--- src/logic/sbe_pkg.sv ---
// constants and types for the serial boot entry and autobaud loader port
// assumes a single 50 MHz ref_clk domain and a plain register port
package sbe_pkg;
    localparam logic [7:0] SBE_SYNC_BYTE = 8'h7F;
    // fall of start bit to fall of bit 7 of the sync byte spans 8 bits
    localparam int SBE_SYNC_SPAN_SHIFT = 3;
    localparam logic [3:0] SBE_FRAME_BITS = 4'hB;
    localparam logic [3:0] SBE_RX_PAR_IDX = 4'hA;
    localparam logic [3:0] SBE_RX_STOP_IDX = 4'hB;
    localparam logic [1:0] SBE_STRAP_WAIT = 2'h2;
    localparam logic [4:0] SBE_ADDR_STATUS = 5'h00;
    localparam logic [4:0] SBE_ADDR_RXDATA = 5'h04;
    localparam logic [4:0] SBE_ADDR_TXDATA = 5'h08;
    localparam logic [4:0] SBE_ADDR_BAUD = 5'h0C;
    localparam logic [4:0] SBE_ADDR_CTRL = 5'h10;
    localparam int SBE_CTRL_CLR_FRM = 0;
    localparam int SBE_CTRL_CLR_OVR = 1;
    localparam int SBE_STAT_MAP = 8;
    localparam int SBE_STAT_LOADER = 9;
    localparam int SBE_STAT_FRM = 10;
    localparam int SBE_STAT_OVR = 11;
    localparam int SBE_STAT_RXAV = 12;
    localparam int SBE_STAT_TXBUSY = 13;
    localparam int SBE_CLK_HZ = 50_000_000;
    localparam int SBE_REFRESH_US = 1000;
    localparam int SBE_REFRESH_CYC = SBE_CLK_HZ / 1_000_000 * SBE_REFRESH_US;
    localparam logic [7:0] SBE_SYS_CLK_MHZ = 8'h18;
    localparam logic [2:0] SBE_FLASH_WAIT = 3'h1;
    localparam logic [2:0] SBE_WDG_PRESC_MAX = 3'h7;
    localparam logic [31:0] SBE_OPTION_ADDR = 32'h1FFF_F800;
    localparam logic [31:0] SBE_RAM_BASE = 32'h2000_0000;
    localparam logic [31:0] SBE_RAM_BYTES = 32'h0000_0800;
    localparam logic [31:0] SBE_RAM_LAST = SBE_RAM_BASE + SBE_RAM_BYTES - 32'h1;
    typedef enum logic [5:0] {
        SBE_ST_OFF = 6'h01,
        SBE_ST_DETECT = 6'h02,
        SBE_ST_MEASURE = 6'h04,
        SBE_ST_SYNCEND = 6'h08,
        SBE_ST_CMD = 6'h10,
        SBE_ST_APP = 6'h20
    } sbe_state_t;
endpackage : sbe_pkg

--- src/logic/sbe_boot.sv ---
// boot entry, mapping detection, autobaud and 8E1 loader serial port
// assumes the board holds the unused receive pin at a steady level
`timescale 1ns/1ps
`default_nettype none

module sbe_fifo #(
    parameter int WIDTH = 8,
    parameter int DEPTH = 8
) (
    input wire logic ref_clk,
    input wire logic rst_b,
    input wire logic in_valid,
    output logic in_ready,
    input wire logic [WIDTH-1:0] in_data,
    output logic out_valid,
    input wire logic out_ready,
    output logic [WIDTH-1:0] out_data
);
    localparam int AW = (DEPTH > 1) ? $clog2(DEPTH) : 1;
    localparam logic [AW:0] FULL = (AW + 1)'(DEPTH);
    localparam logic [AW-1:0] LAST = AW'(DEPTH - 1);
    typedef struct packed {
        logic [DEPTH-1:0][WIDTH-1:0] mem;
        logic [AW-1:0] wptr;
        logic [AW-1:0] rptr;
        logic [AW:0] count;
    } sbe_fifo_t;
    sbe_fifo_t s;
    sbe_fifo_t next_s;
    logic push;
    logic pop;

    assign in_ready = (s.count != FULL);
    assign out_valid = (s.count != '0);
    assign out_data = s.mem[s.rptr];
    assign push = in_valid && in_ready;
    assign pop = out_valid && out_ready;

    always_comb begin
        next_s = s;
        if (push) begin
            next_s.mem[s.wptr] = in_data;
            next_s.wptr = (s.wptr == LAST) ? '0 : s.wptr + 1'b1;
        end
        if (pop) begin
            next_s.rptr = (s.rptr == LAST) ? '0 : s.rptr + 1'b1;
        end
        if (push && !pop) begin
            next_s.count = s.count + 1'b1;
        end else if (pop && !push) begin
            next_s.count = s.count - 1'b1;
        end
    end

    always_ff @(posedge ref_clk or negedge rst_b) begin
        if (!rst_b) begin
            s <= '0;
        end else begin
            s <= next_s;
        end
    end
endmodule : sbe_fifo

module sbe_boot
    import sbe_pkg::*;
#(
    parameter int REFRESH_CYC = SBE_REFRESH_CYC,
    parameter int FIFO_DEPTH = 8
) (
    input wire logic ref_clk,
    input wire logic rst_b,
    input wire logic boot_select_pin,
    input wire logic boot_option_bit,
    input wire logic loader_receive_pin_a,
    input wire logic loader_receive_pin_b,
    output logic loader_transmit_pin_a,
    output logic loader_transmit_pin_b,
    input wire logic app_clock_out,
    input wire logic app_rts_out,
    output logic app_cts_in,
    output logic serial_clock_out_pin,
    output logic request_to_send_pin,
    input wire logic clear_to_send_pin,
    input wire logic [4:0] reg_addr,
    input wire logic [31:0] reg_wdata,
    input wire logic reg_wr,
    input wire logic reg_rd,
    output logic [31:0] reg_rdata,
    output logic loader_active,
    output logic swd_enable,
    output logic sys_clk_from_pll,
    output logic [7:0] sys_clk_mhz,
    output logic [2:0] flash_wait_states,
    output logic [2:0] wdg_prescaler,
    output logic wdg_refresh,
    output logic ram_reserve_en,
    output logic [31:0] ram_reserve_base,
    output logic [31:0] ram_reserve_last
);
    localparam int WW = $clog2(REFRESH_CYC + 1);
    localparam logic [WW-1:0] WDG_LAST = WW'(REFRESH_CYC - 1);
    typedef struct packed {
        logic bsel_s1;
        logic bsel_s2;
        logic rxa_s1;
        logic rxa_s2;
        logic rxa_prev;
        logic rxb_s1;
        logic rxb_s2;
        logic rxb_prev;
        logic [1:0] strap_cnt;
        logic loader;
        sbe_state_t st;
        logic map_b;
        logic [15:0] tick;
        logic [15:0] bit_per;
        logic [15:0] rx_cnt;
        logic [3:0] rx_bit;
        logic [8:0] rx_shift;
        logic [7:0] rx_hold;
        logic rx_pend;
        logic frm_err;
        logic ovr;
        logic tx_busy;
        logic [15:0] tx_cnt;
        logic [3:0] tx_bit;
        logic [10:0] tx_shift;
        logic tx_line;
        logic [WW-1:0] wdg_cnt;
        logic wdg_pulse;
        logic [31:0] rdata;
    } sbe_boot_t;
    sbe_boot_t s;
    sbe_boot_t next_s;
    logic fifo_in_ready;
    logic fifo_out_valid;
    logic [7:0] fifo_out_data;
    logic rx_pop;
    logic line;
    logic line_prev;
    logic fall_a;
    logic fall_b;
    logic fall_sel;
    logic rise_sel;

    assign line = s.map_b ? s.rxb_s2 : s.rxa_s2;
    assign line_prev = s.map_b ? s.rxb_prev : s.rxa_prev;
    assign fall_a = s.rxa_prev && !s.rxa_s2;
    assign fall_b = s.rxb_prev && !s.rxb_s2;
    assign fall_sel = line_prev && !line;
    assign rise_sel = !line_prev && line;
    assign rx_pop = reg_rd && (reg_addr == SBE_ADDR_RXDATA);

    // received bytes wait here; a full buffer holds the receiver's byte
    sbe_fifo #(.WIDTH(8), .DEPTH(FIFO_DEPTH)) u_rx_fifo (
        .ref_clk(ref_clk),
        .rst_b(rst_b),
        .in_valid(s.rx_pend),
        .in_ready(fifo_in_ready),
        .in_data(s.rx_hold),
        .out_valid(fifo_out_valid),
        .out_ready(rx_pop),
        .out_data(fifo_out_data)
    );

    always_comb begin
        next_s = s;
        next_s.bsel_s1 = boot_select_pin;
        next_s.bsel_s2 = s.bsel_s1;
        next_s.rxa_s1 = loader_receive_pin_a;
        next_s.rxa_s2 = s.rxa_s1;
        next_s.rxa_prev = s.rxa_s2;
        next_s.rxb_s1 = loader_receive_pin_b;
        next_s.rxb_s2 = s.rxb_s1;
        next_s.rxb_prev = s.rxb_s2;
        next_s.wdg_pulse = 1'b0;
        if (s.rx_pend && fifo_in_ready) begin
            next_s.rx_pend = 1'b0;
        end
        // software clear goes first so a same-cycle hardware set wins
        if (reg_wr && reg_addr == SBE_ADDR_CTRL) begin
            if (reg_wdata[SBE_CTRL_CLR_FRM]) begin
                next_s.frm_err = 1'b0;
            end
            if (reg_wdata[SBE_CTRL_CLR_OVR]) begin
                next_s.ovr = 1'b0;
            end
        end
        case (s.st)
            SBE_ST_OFF: begin
                // strap sampled once sync chain is filled
                if (s.strap_cnt == SBE_STRAP_WAIT) begin
                    next_s.loader = s.bsel_s2 && boot_option_bit;
                    next_s.st = (s.bsel_s2 && boot_option_bit) ?
                        SBE_ST_DETECT : SBE_ST_APP;
                end else begin
                    next_s.strap_cnt = s.strap_cnt + 1'b1;
                end
            end
            SBE_ST_DETECT: begin
                // poll both mappings, first falling edge wins
                if (fall_a || fall_b) begin
                    next_s.map_b = !fall_a;
                    next_s.tick = '0;
                    next_s.st = SBE_ST_MEASURE;
                end
            end
            SBE_ST_MEASURE: begin
                // tick times start fall to bit 7 fall
                next_s.tick = s.tick + 1'b1;
                if (fall_sel) begin
                    next_s.bit_per = 16'((17'(s.tick) + 17'h1)
                        >> SBE_SYNC_SPAN_SHIFT);
                    next_s.st = SBE_ST_SYNCEND;
                end else if (&s.tick) begin
                    next_s.st = SBE_ST_DETECT;
                end
            end
            SBE_ST_SYNCEND: begin
                // skip parity and stop of sync, then commands
                if (s.bit_per == '0) begin
                    next_s.st = SBE_ST_DETECT;
                end else if (rise_sel) begin
                    next_s.rx_cnt = s.bit_per + (s.bit_per >> 1);
                end else if (line && s.rx_cnt != '0) begin
                    next_s.rx_cnt = s.rx_cnt - 1'b1;
                    if (s.rx_cnt == 16'h0001) begin
                        next_s.st = SBE_ST_CMD;
                    end
                end
            end
            SBE_ST_CMD: begin
                if (s.rx_bit == '0) begin
                    if (fall_sel) begin
                        next_s.rx_bit = 4'h1;
                        next_s.rx_cnt = s.bit_per >> 1;
                    end
                end else if (s.rx_cnt != '0) begin
                    next_s.rx_cnt = s.rx_cnt - 1'b1;
                end else begin
                    next_s.rx_cnt = s.bit_per - 1'b1;
                    next_s.rx_bit = s.rx_bit + 1'b1;
                    if (s.rx_bit == 4'h1 && line) begin
                        next_s.rx_bit = '0;
                    end else if (s.rx_bit > 4'h1 &&
                                 s.rx_bit <= SBE_RX_PAR_IDX) begin
                        next_s.rx_shift = {line, s.rx_shift[8:1]};
                    end else if (s.rx_bit == SBE_RX_STOP_IDX) begin
                        next_s.rx_bit = '0;
                        if ((^s.rx_shift) || !line) begin
                            next_s.frm_err = 1'b1;
                        end
                        // holding byte still unaccepted: newest is lost
                        if (s.rx_pend && !fifo_in_ready) begin
                            next_s.ovr = 1'b1;
                        end else begin
                            next_s.rx_hold = s.rx_shift[7:0];
                            next_s.rx_pend = 1'b1;
                        end
                    end
                end
            end
            SBE_ST_APP: begin
                next_s.st = SBE_ST_APP;
            end
            default: begin
                next_s.st = SBE_ST_OFF;
            end
        endcase
        if (s.tx_busy) begin
            if (s.tx_cnt != '0) begin
                next_s.tx_cnt = s.tx_cnt - 1'b1;
            end else begin
                next_s.tx_cnt = s.bit_per - 1'b1;
                next_s.tx_shift = {1'b1, s.tx_shift[10:1]};
                next_s.tx_line = s.tx_shift[1];
                next_s.tx_bit = s.tx_bit - 1'b1;
                if (s.tx_bit == 4'h1) begin
                    next_s.tx_busy = 1'b0;
                    next_s.tx_line = 1'b1;
                end
            end
        end else if (reg_wr && reg_addr == SBE_ADDR_TXDATA &&
                     s.st == SBE_ST_CMD) begin
            next_s.tx_busy = 1'b1;
            next_s.tx_shift = {1'b1, ^reg_wdata[7:0], reg_wdata[7:0], 1'b0};
            next_s.tx_line = 1'b0;
            next_s.tx_cnt = s.bit_per - 1'b1;
            next_s.tx_bit = SBE_FRAME_BITS;
        end
        // periodic refresh while the loader runs
        if (s.loader) begin
            if (s.wdg_cnt == WDG_LAST) begin
                next_s.wdg_cnt = '0;
                next_s.wdg_pulse = 1'b1;
            end else begin
                next_s.wdg_cnt = s.wdg_cnt + 1'b1;
            end
        end
        next_s.rdata = '0;
        if (reg_rd) begin
            case (reg_addr)
                SBE_ADDR_STATUS: begin
                    next_s.rdata[5:0] = s.st;
                    next_s.rdata[SBE_STAT_MAP] = s.map_b;
                    next_s.rdata[SBE_STAT_LOADER] = s.loader;
                    next_s.rdata[SBE_STAT_FRM] = s.frm_err;
                    next_s.rdata[SBE_STAT_OVR] = s.ovr;
                    next_s.rdata[SBE_STAT_RXAV] = fifo_out_valid;
                    next_s.rdata[SBE_STAT_TXBUSY] = s.tx_busy;
                end
                SBE_ADDR_RXDATA: begin
                    next_s.rdata[7:0] = fifo_out_valid ? fifo_out_data : 8'h00;
                end
                SBE_ADDR_BAUD: begin
                    next_s.rdata[15:0] = s.bit_per;
                end
                default: begin
                    next_s.rdata = '0;
                end
            endcase
        end
    end

    always_ff @(posedge ref_clk or negedge rst_b) begin
        if (!rst_b) begin
            s <= '0;
            s.st <= SBE_ST_OFF;
            s.tx_line <= 1'b1;
        end else begin
            s <= next_s;
        end
    end

    // only the selected mapping drives traffic; the other idles high
    assign loader_transmit_pin_a = s.map_b || s.tx_line;
    assign loader_transmit_pin_b = !s.map_b || s.tx_line;
    // these pins stay with the application
    assign serial_clock_out_pin = app_clock_out;
    assign request_to_send_pin = app_rts_out;
    assign app_cts_in = clear_to_send_pin;
    assign reg_rdata = s.rdata;
    assign loader_active = s.loader;
    // debug clock pin belongs to the loader until reset
    assign swd_enable = !s.loader && s.st == SBE_ST_APP;
    // clock and wait-state request while the loader runs
    assign sys_clk_from_pll = s.loader;
    assign sys_clk_mhz = s.loader ? SBE_SYS_CLK_MHZ : 8'h00;
    assign flash_wait_states = s.loader ? SBE_FLASH_WAIT : 3'h0;
    assign wdg_prescaler = s.loader ? SBE_WDG_PRESC_MAX : 3'h0;
    assign wdg_refresh = s.wdg_pulse;
    assign ram_reserve_en = s.loader;
    assign ram_reserve_base = SBE_RAM_BASE;
    assign ram_reserve_last = SBE_RAM_LAST;
endmodule : sbe_boot

`default_nettype wire

--- config.mk ---
export PLATFORM = sky130hd
export DESIGN_NAME = sbe_boot
export DESIGN_NICKNAME = d
export VERILOG_FILES = /design/src/logic/sbe_pkg.sv /design/src/logic/sbe_boot.sv
export SDC_FILE = /design/constraint.sdc
export NUM_CORES = 1
export LEC_CHECK = 0
export BUFFER_PORTS_ARGS = -buffer_cell sky130_fd_sc_hd__buf_2
export CAP_MARGIN = 5
export CORE_MARGIN = 4
export CORE_UTILIZATION = 59
export DETAILED_ROUTE_END_ITERATION = 8
export GPL_TIMING_DRIVEN = 0
export PLACE_DENSITY_LB_ADDON = 0.08
export SLEW_MARGIN = 40
export SYNTH_ARGS = -nofsm -noshare
export SYNTH_HDL_FRONTEND = slang
export SYNTH_SLANG_ARGS = --single-unit
--- constraint.sdc ---
create_clock -name ref_clk -period 3.25 [get_ports ref_clk]
set_clock_uncertainty 0.05 [all_clocks]
set_input_delay 0.1625 -clock ref_clk [delete_from_list [all_inputs] [get_ports ref_clk]]
set_output_delay 0.1625 -clock ref_clk [all_outputs]
set_load 0.01 [all_outputs]
# Word-level counts from Yosys, hierarchy flattened
# Index checks and enable logic that the tools add are counted.
# totals
regBits	244
input_bits	48
out_inout_bits	120
# classes
add_sub_neg	14
order_cmp	5
eq_ne	31
muxes	64
n_bitwise	7
reduce_logical	57
# ops
op	n
16-bit 2-to-1 mux	7
33-bit 2-to-1 mux	2
64-bit bitwise mux	1
16-bit one-hot mux with 2 select lines	2
20-bit 2-to-1 mux	3
6-bit 2-to-1 mux	8
6-bit one-hot mux with 6 select lines	1
16-bit by 1-bit adder with 16-bit output (second input constant)	2
16-bit nonzero test	2
16-bit by 1-bit subtractor with 16-bit output (second input constant)	2
8-bit binary-select mux with 3-bit select	1
8-bit demux with 3-bit select	1
24-bit 2-to-1 mux	1
8-bit 2-to-1 mux	3
23-bit 2-to-1 mux	1
11-bit 2-to-1 mux	2
4-bit 2-to-1 mux	5
1-bit logical AND	19
9-bit 2-to-1 mux	2
3-bit != test (second input constant)	6
6-bit one-hot mux with 3 select lines	1
16-bit by 1-bit adder with 17-bit output (second input constant)	1
16-bit by 1-bit == test with 1-bit output (second input constant)	1
16-bit == test (second input constant)	1
49 further kinds	103

# Longest topological paths before layout
# logic_depth
word_depth	10
mapped_depth	12

# Cells and area by module
# From an unflattened synthesis, not the netlist that was laid out.
# unflattened
hier_cells	1314
area_unflattened_um2	13515.5
# by_module_without_submodules
mod	n_inst	cells_per_inst	area_each_um2	seq_area_each_um2
sbe_boot	1	1090	9895.7	3781.1
sbe_fifo	1	224	3619.7	1851.8

# Worst setup path after synthesis
# No wires, ideal clock.
# synth_path
path_type	register to register
startpoint	reg s[106] (netlist name)
endpoint	reg s[100] (netlist name)
arrival_ns	2.597
setup_slack_ns	0.478
path_stages_with_launch	8
n_path_buf	0
synth_period_minus_slack_ns	2.772
path_cell_list	dfrtp_1 -> inv_1 -> ha_1 -> or4b_4 -> or4_4 -> a311oi_4 -> nand3_4 -> mux2_4
# synth_via
elab_chain_cells	3
# synth_rtl
element	line	rtl
start, declared	sbe_boot.sv:133	sbe_boot_t s;
start signal, assigned	sbe_boot.sv:331	s <= next_s;
16-bit nonzero test	sbe_boot.sv:238	end else if (s.rx_cnt != '0) begin
1-bit inverter (no line)	-	
5-bit AND reduction (no line)	-	
# No other way between the ends.
# A chain may end at the register's enable or synchronous reset.

# Final worst setup path
# layout_path
startpoint	reg s[106] (netlist name)
endpoint	reg s[99] (netlist name)
# The elaborated chain is that of the path after synthesis.

==> flow_summary.toml <==
[synth]
ys_ff_latch = 225
syn_inst = 1373
synth_edf_count = 0
yosysMostFrequentCell = "dfrtp_1"
synth_area_per_cell_um2 = 9.97
synthTopCellsByArea = "dfrtp_1 41%, mux2_2 6.9%, buf_4 6.4%, ha_1 4.8%, xnor2_1 3.4%"
synthTopCellsByCount = "223 x dfrtp_1, 119 x nand2_1, 116 x buf_4"
ys.flop_type = "dfrtp_1"
yosysSeqAreaShare_pct = 41.2
ys_types = 83
netlist.area_leader.share_pct = 40.8
ys.warnings.count = 0
async_reset_ff_share_pct = 100
synth_area_leader_cell = "dfrtp_1"
synth.cell_area_mm2 = 0.0137

[sta]
period_needed_ns = 3.13
hold_violations = 0
grt_setup_unrepaired = "false"
worst_pin_slew_ns = 0.879
finalMaxSlewViolations = 0
relSlewSlack_pct = 41.1
holdWs_ns = 0.0872
tns_ns = 0
fin_ws_ns = 0.120
clock.fmax_mhz = 319
setup_viol = 0
min_period_over_period_pct = 96.3

[global_route]
grt_remaining_overflow = 0
grt_max_degree = 65
grt_pass1_wl_mm = 56.9
grt_pass1_vias = 10582
grt_usage_pct = 27.2
antenna_found_initial = 0

[drt]
vias = 10682
via_per_inst = 5.74
antenna_left = 0
drc = 0
drtIter0Drc = 907
firstDrtPassIters = 7
drt-total-wl_mm = 34.9
post_drt_wl_per_cell_um = 18.8

[setup_path]
path_class = "reg -> reg"
path_cells = "inv_1 > ha_1 > or4b_4 > or4_4 > a311oi_4 > nand3_4 > mux2_4"
ff2ff_setup_slack_ns = 0.12
startpoint_type = "flop"
cp.arrival_ns = 3.49
critPathMaxStageDelay_ns = 0.61
path_max_fanout = 9
endpoint_kind = "flop"
worst-endpoint-required_ns = 3.61
reg2reg_depth = 7
crit_slowest_cell = "or4_4"

[layout]
final_nets = 1661
multi_input_area_mm2 = 0.00713
diodes = 0
area_delta_synth_final_pct = 15.5
n_fill_cell = 1768
ff_latch_area_mm2 = 0.00563
drive_gt1_share_pct = 22.6

[power]
finalPower_mw = 8.26
vdd_ir_drop_max_mv = 0.494
powerDensity_mw_per_mm2 = 523
p_leak_nw = 7.58

[floorplanning]
initial_utilization_pct = 60.3
dieHeight_um = 160
rows = 55
die_w_um = 160
dieArea_mm2 = 0.0257
core_area_mm2 = 0.0227
pin_count = 168

[clocking]
clock-sinks = 225
clk_pin_slew_ns = 0.06
clockRootBuffer = "clkbuf_16"
cts_tree = "built"
cts_max_path_buffers = 3
cts_buffers = 25
htree_levels = 1
insertion_delay_ns = 0.53

[hold_path]
hp-class = "in -> async"

[placed_design]
place_ws_ns = -0.102
gp_congestion = 0.985
dpl.hpwl_mm = 25.4
io_buffers = 50

[flow_run]
maxCapViolations = 0

[run_status]
status = "finished clean"
-- logic make-up (layout without fill, tap and decap cells) --
family	count (synthesis)	count (layout)	share of synthesized area [%]
muxes	117	117	11.1
DFF	225	225	41.2
and+or+nand+nor	413	413	15.4
xor gates and xnor gates	73	73	4.67
other	2	90	0.0549
buffers and inverters	220	336	9.45
AOI/OAI and AO/OA	269	269	13.1
adders and majority gates	54	54	5.05
-- flip-flops by register name (all words and copies together) (netlist names) --
register       cells
loader_active      1
next_s             5
reg_rdata         14
s                130
u_rx_fifo.s       74
wdg_refresh        1
-- per-layer routing --
metal / global-route usage, % / vias to the layer above / routed length (um)
met5: 0 / - / 0
met4: 6.45 / 0 / 815
met3: 4.34 / 71 / 2440
met2: 44.7 / 357 / 16400
met1: 38.3 / 5155 / 15300
li1: - / 5099 / -
-- power breakdown --
part	total (mW)	switching, mW	internal (mW)
Sequential	3.08	0.159	2.92
Combinational	2.22	1.35	0.872
Clock	2.96	1.17	1.79
-- through the flow --
step	instances	cell area, um^2	utilization [%]
2_1_floorplan	1461	14000	-
3_3_place_gp	1796	14600	64.4
3_5_place_dp	1799	14700	64.9
4_1_cts	1862	15800	69.5
5_1_grt	1862	15800	69.6
6_report	1862	15800	69.6
-- repair_timing --
action,4_1_cts,5_1_grt
setup buffers,3,0
hold buffers,15,0
endpoints found under the setup margin,12,14
pin swaps,1,0
endpoints found under the hold margin,141,0
resized for setup,1,4
-- worst paths after layout --
kind / to / from
setup reg to reg: s[99]$_DFFE_PN0P_ / s[106]$_DFFE_PN0P_
hold reg to reg: s[170]$_DFF_PN0_ / next_s[170]$_DFF_PN0_
hold / removal: s[41]$_DFFE_PN0P_ / rst_b
min in group ref_clk: reg_rdata[0]$_DFF_PN0_ / reg_addr[0]
max in group asynchronous: s[155]$_DFFE_PN1P_ / rst_b
setup / recovery: s[99]$_DFFE_PN0P_ / s[106]$_DFFE_PN0P_
-- area by class of cell --
type	instances	share of cell area, %
sequential	225	35.7
tap	285	2.26
buffer	168	6.97
multi-input combinational	1016	45.1
inverter	52	1.24
timing repair buffer	71	3.34
clock inverter	11	1.13
clock buffer	34	4.30
-- critical path: cells and delay by family, from the launching register on --
kind / cells / cell delay, ns
buffers and inverters: 1 / 0.16
AOI/OAI and AO/OA: 1 / 0.32
adders and majority gates: 1 / 0.25
DFF: 1 / 0.48
and+or+nand+nor: 3 / 1.40
muxes: 1 / 0.36
-- cells in the final DEF, fill, tap and decap left out, drive strengths merged, types with 11 or more instances in the layout --
cell type / instances
or3: 11
mux2: 93
dlygate4sd3: 15
xnor2: 53
dfrtp: 223
o211ai: 11
nand2: 119
nand4: 13
nor3: 35
a21oi: 56
inv: 54
ha: 52
clkbuf: 74
conb: 90
nand3: 33
o21ai: 78
o31ai: 11
buf: 184
nor2: 91
nor4: 16
a211oi: 18
mux4: 16
xor2: 20
nor2b: 24
Power figures use the tool's default switching activity.
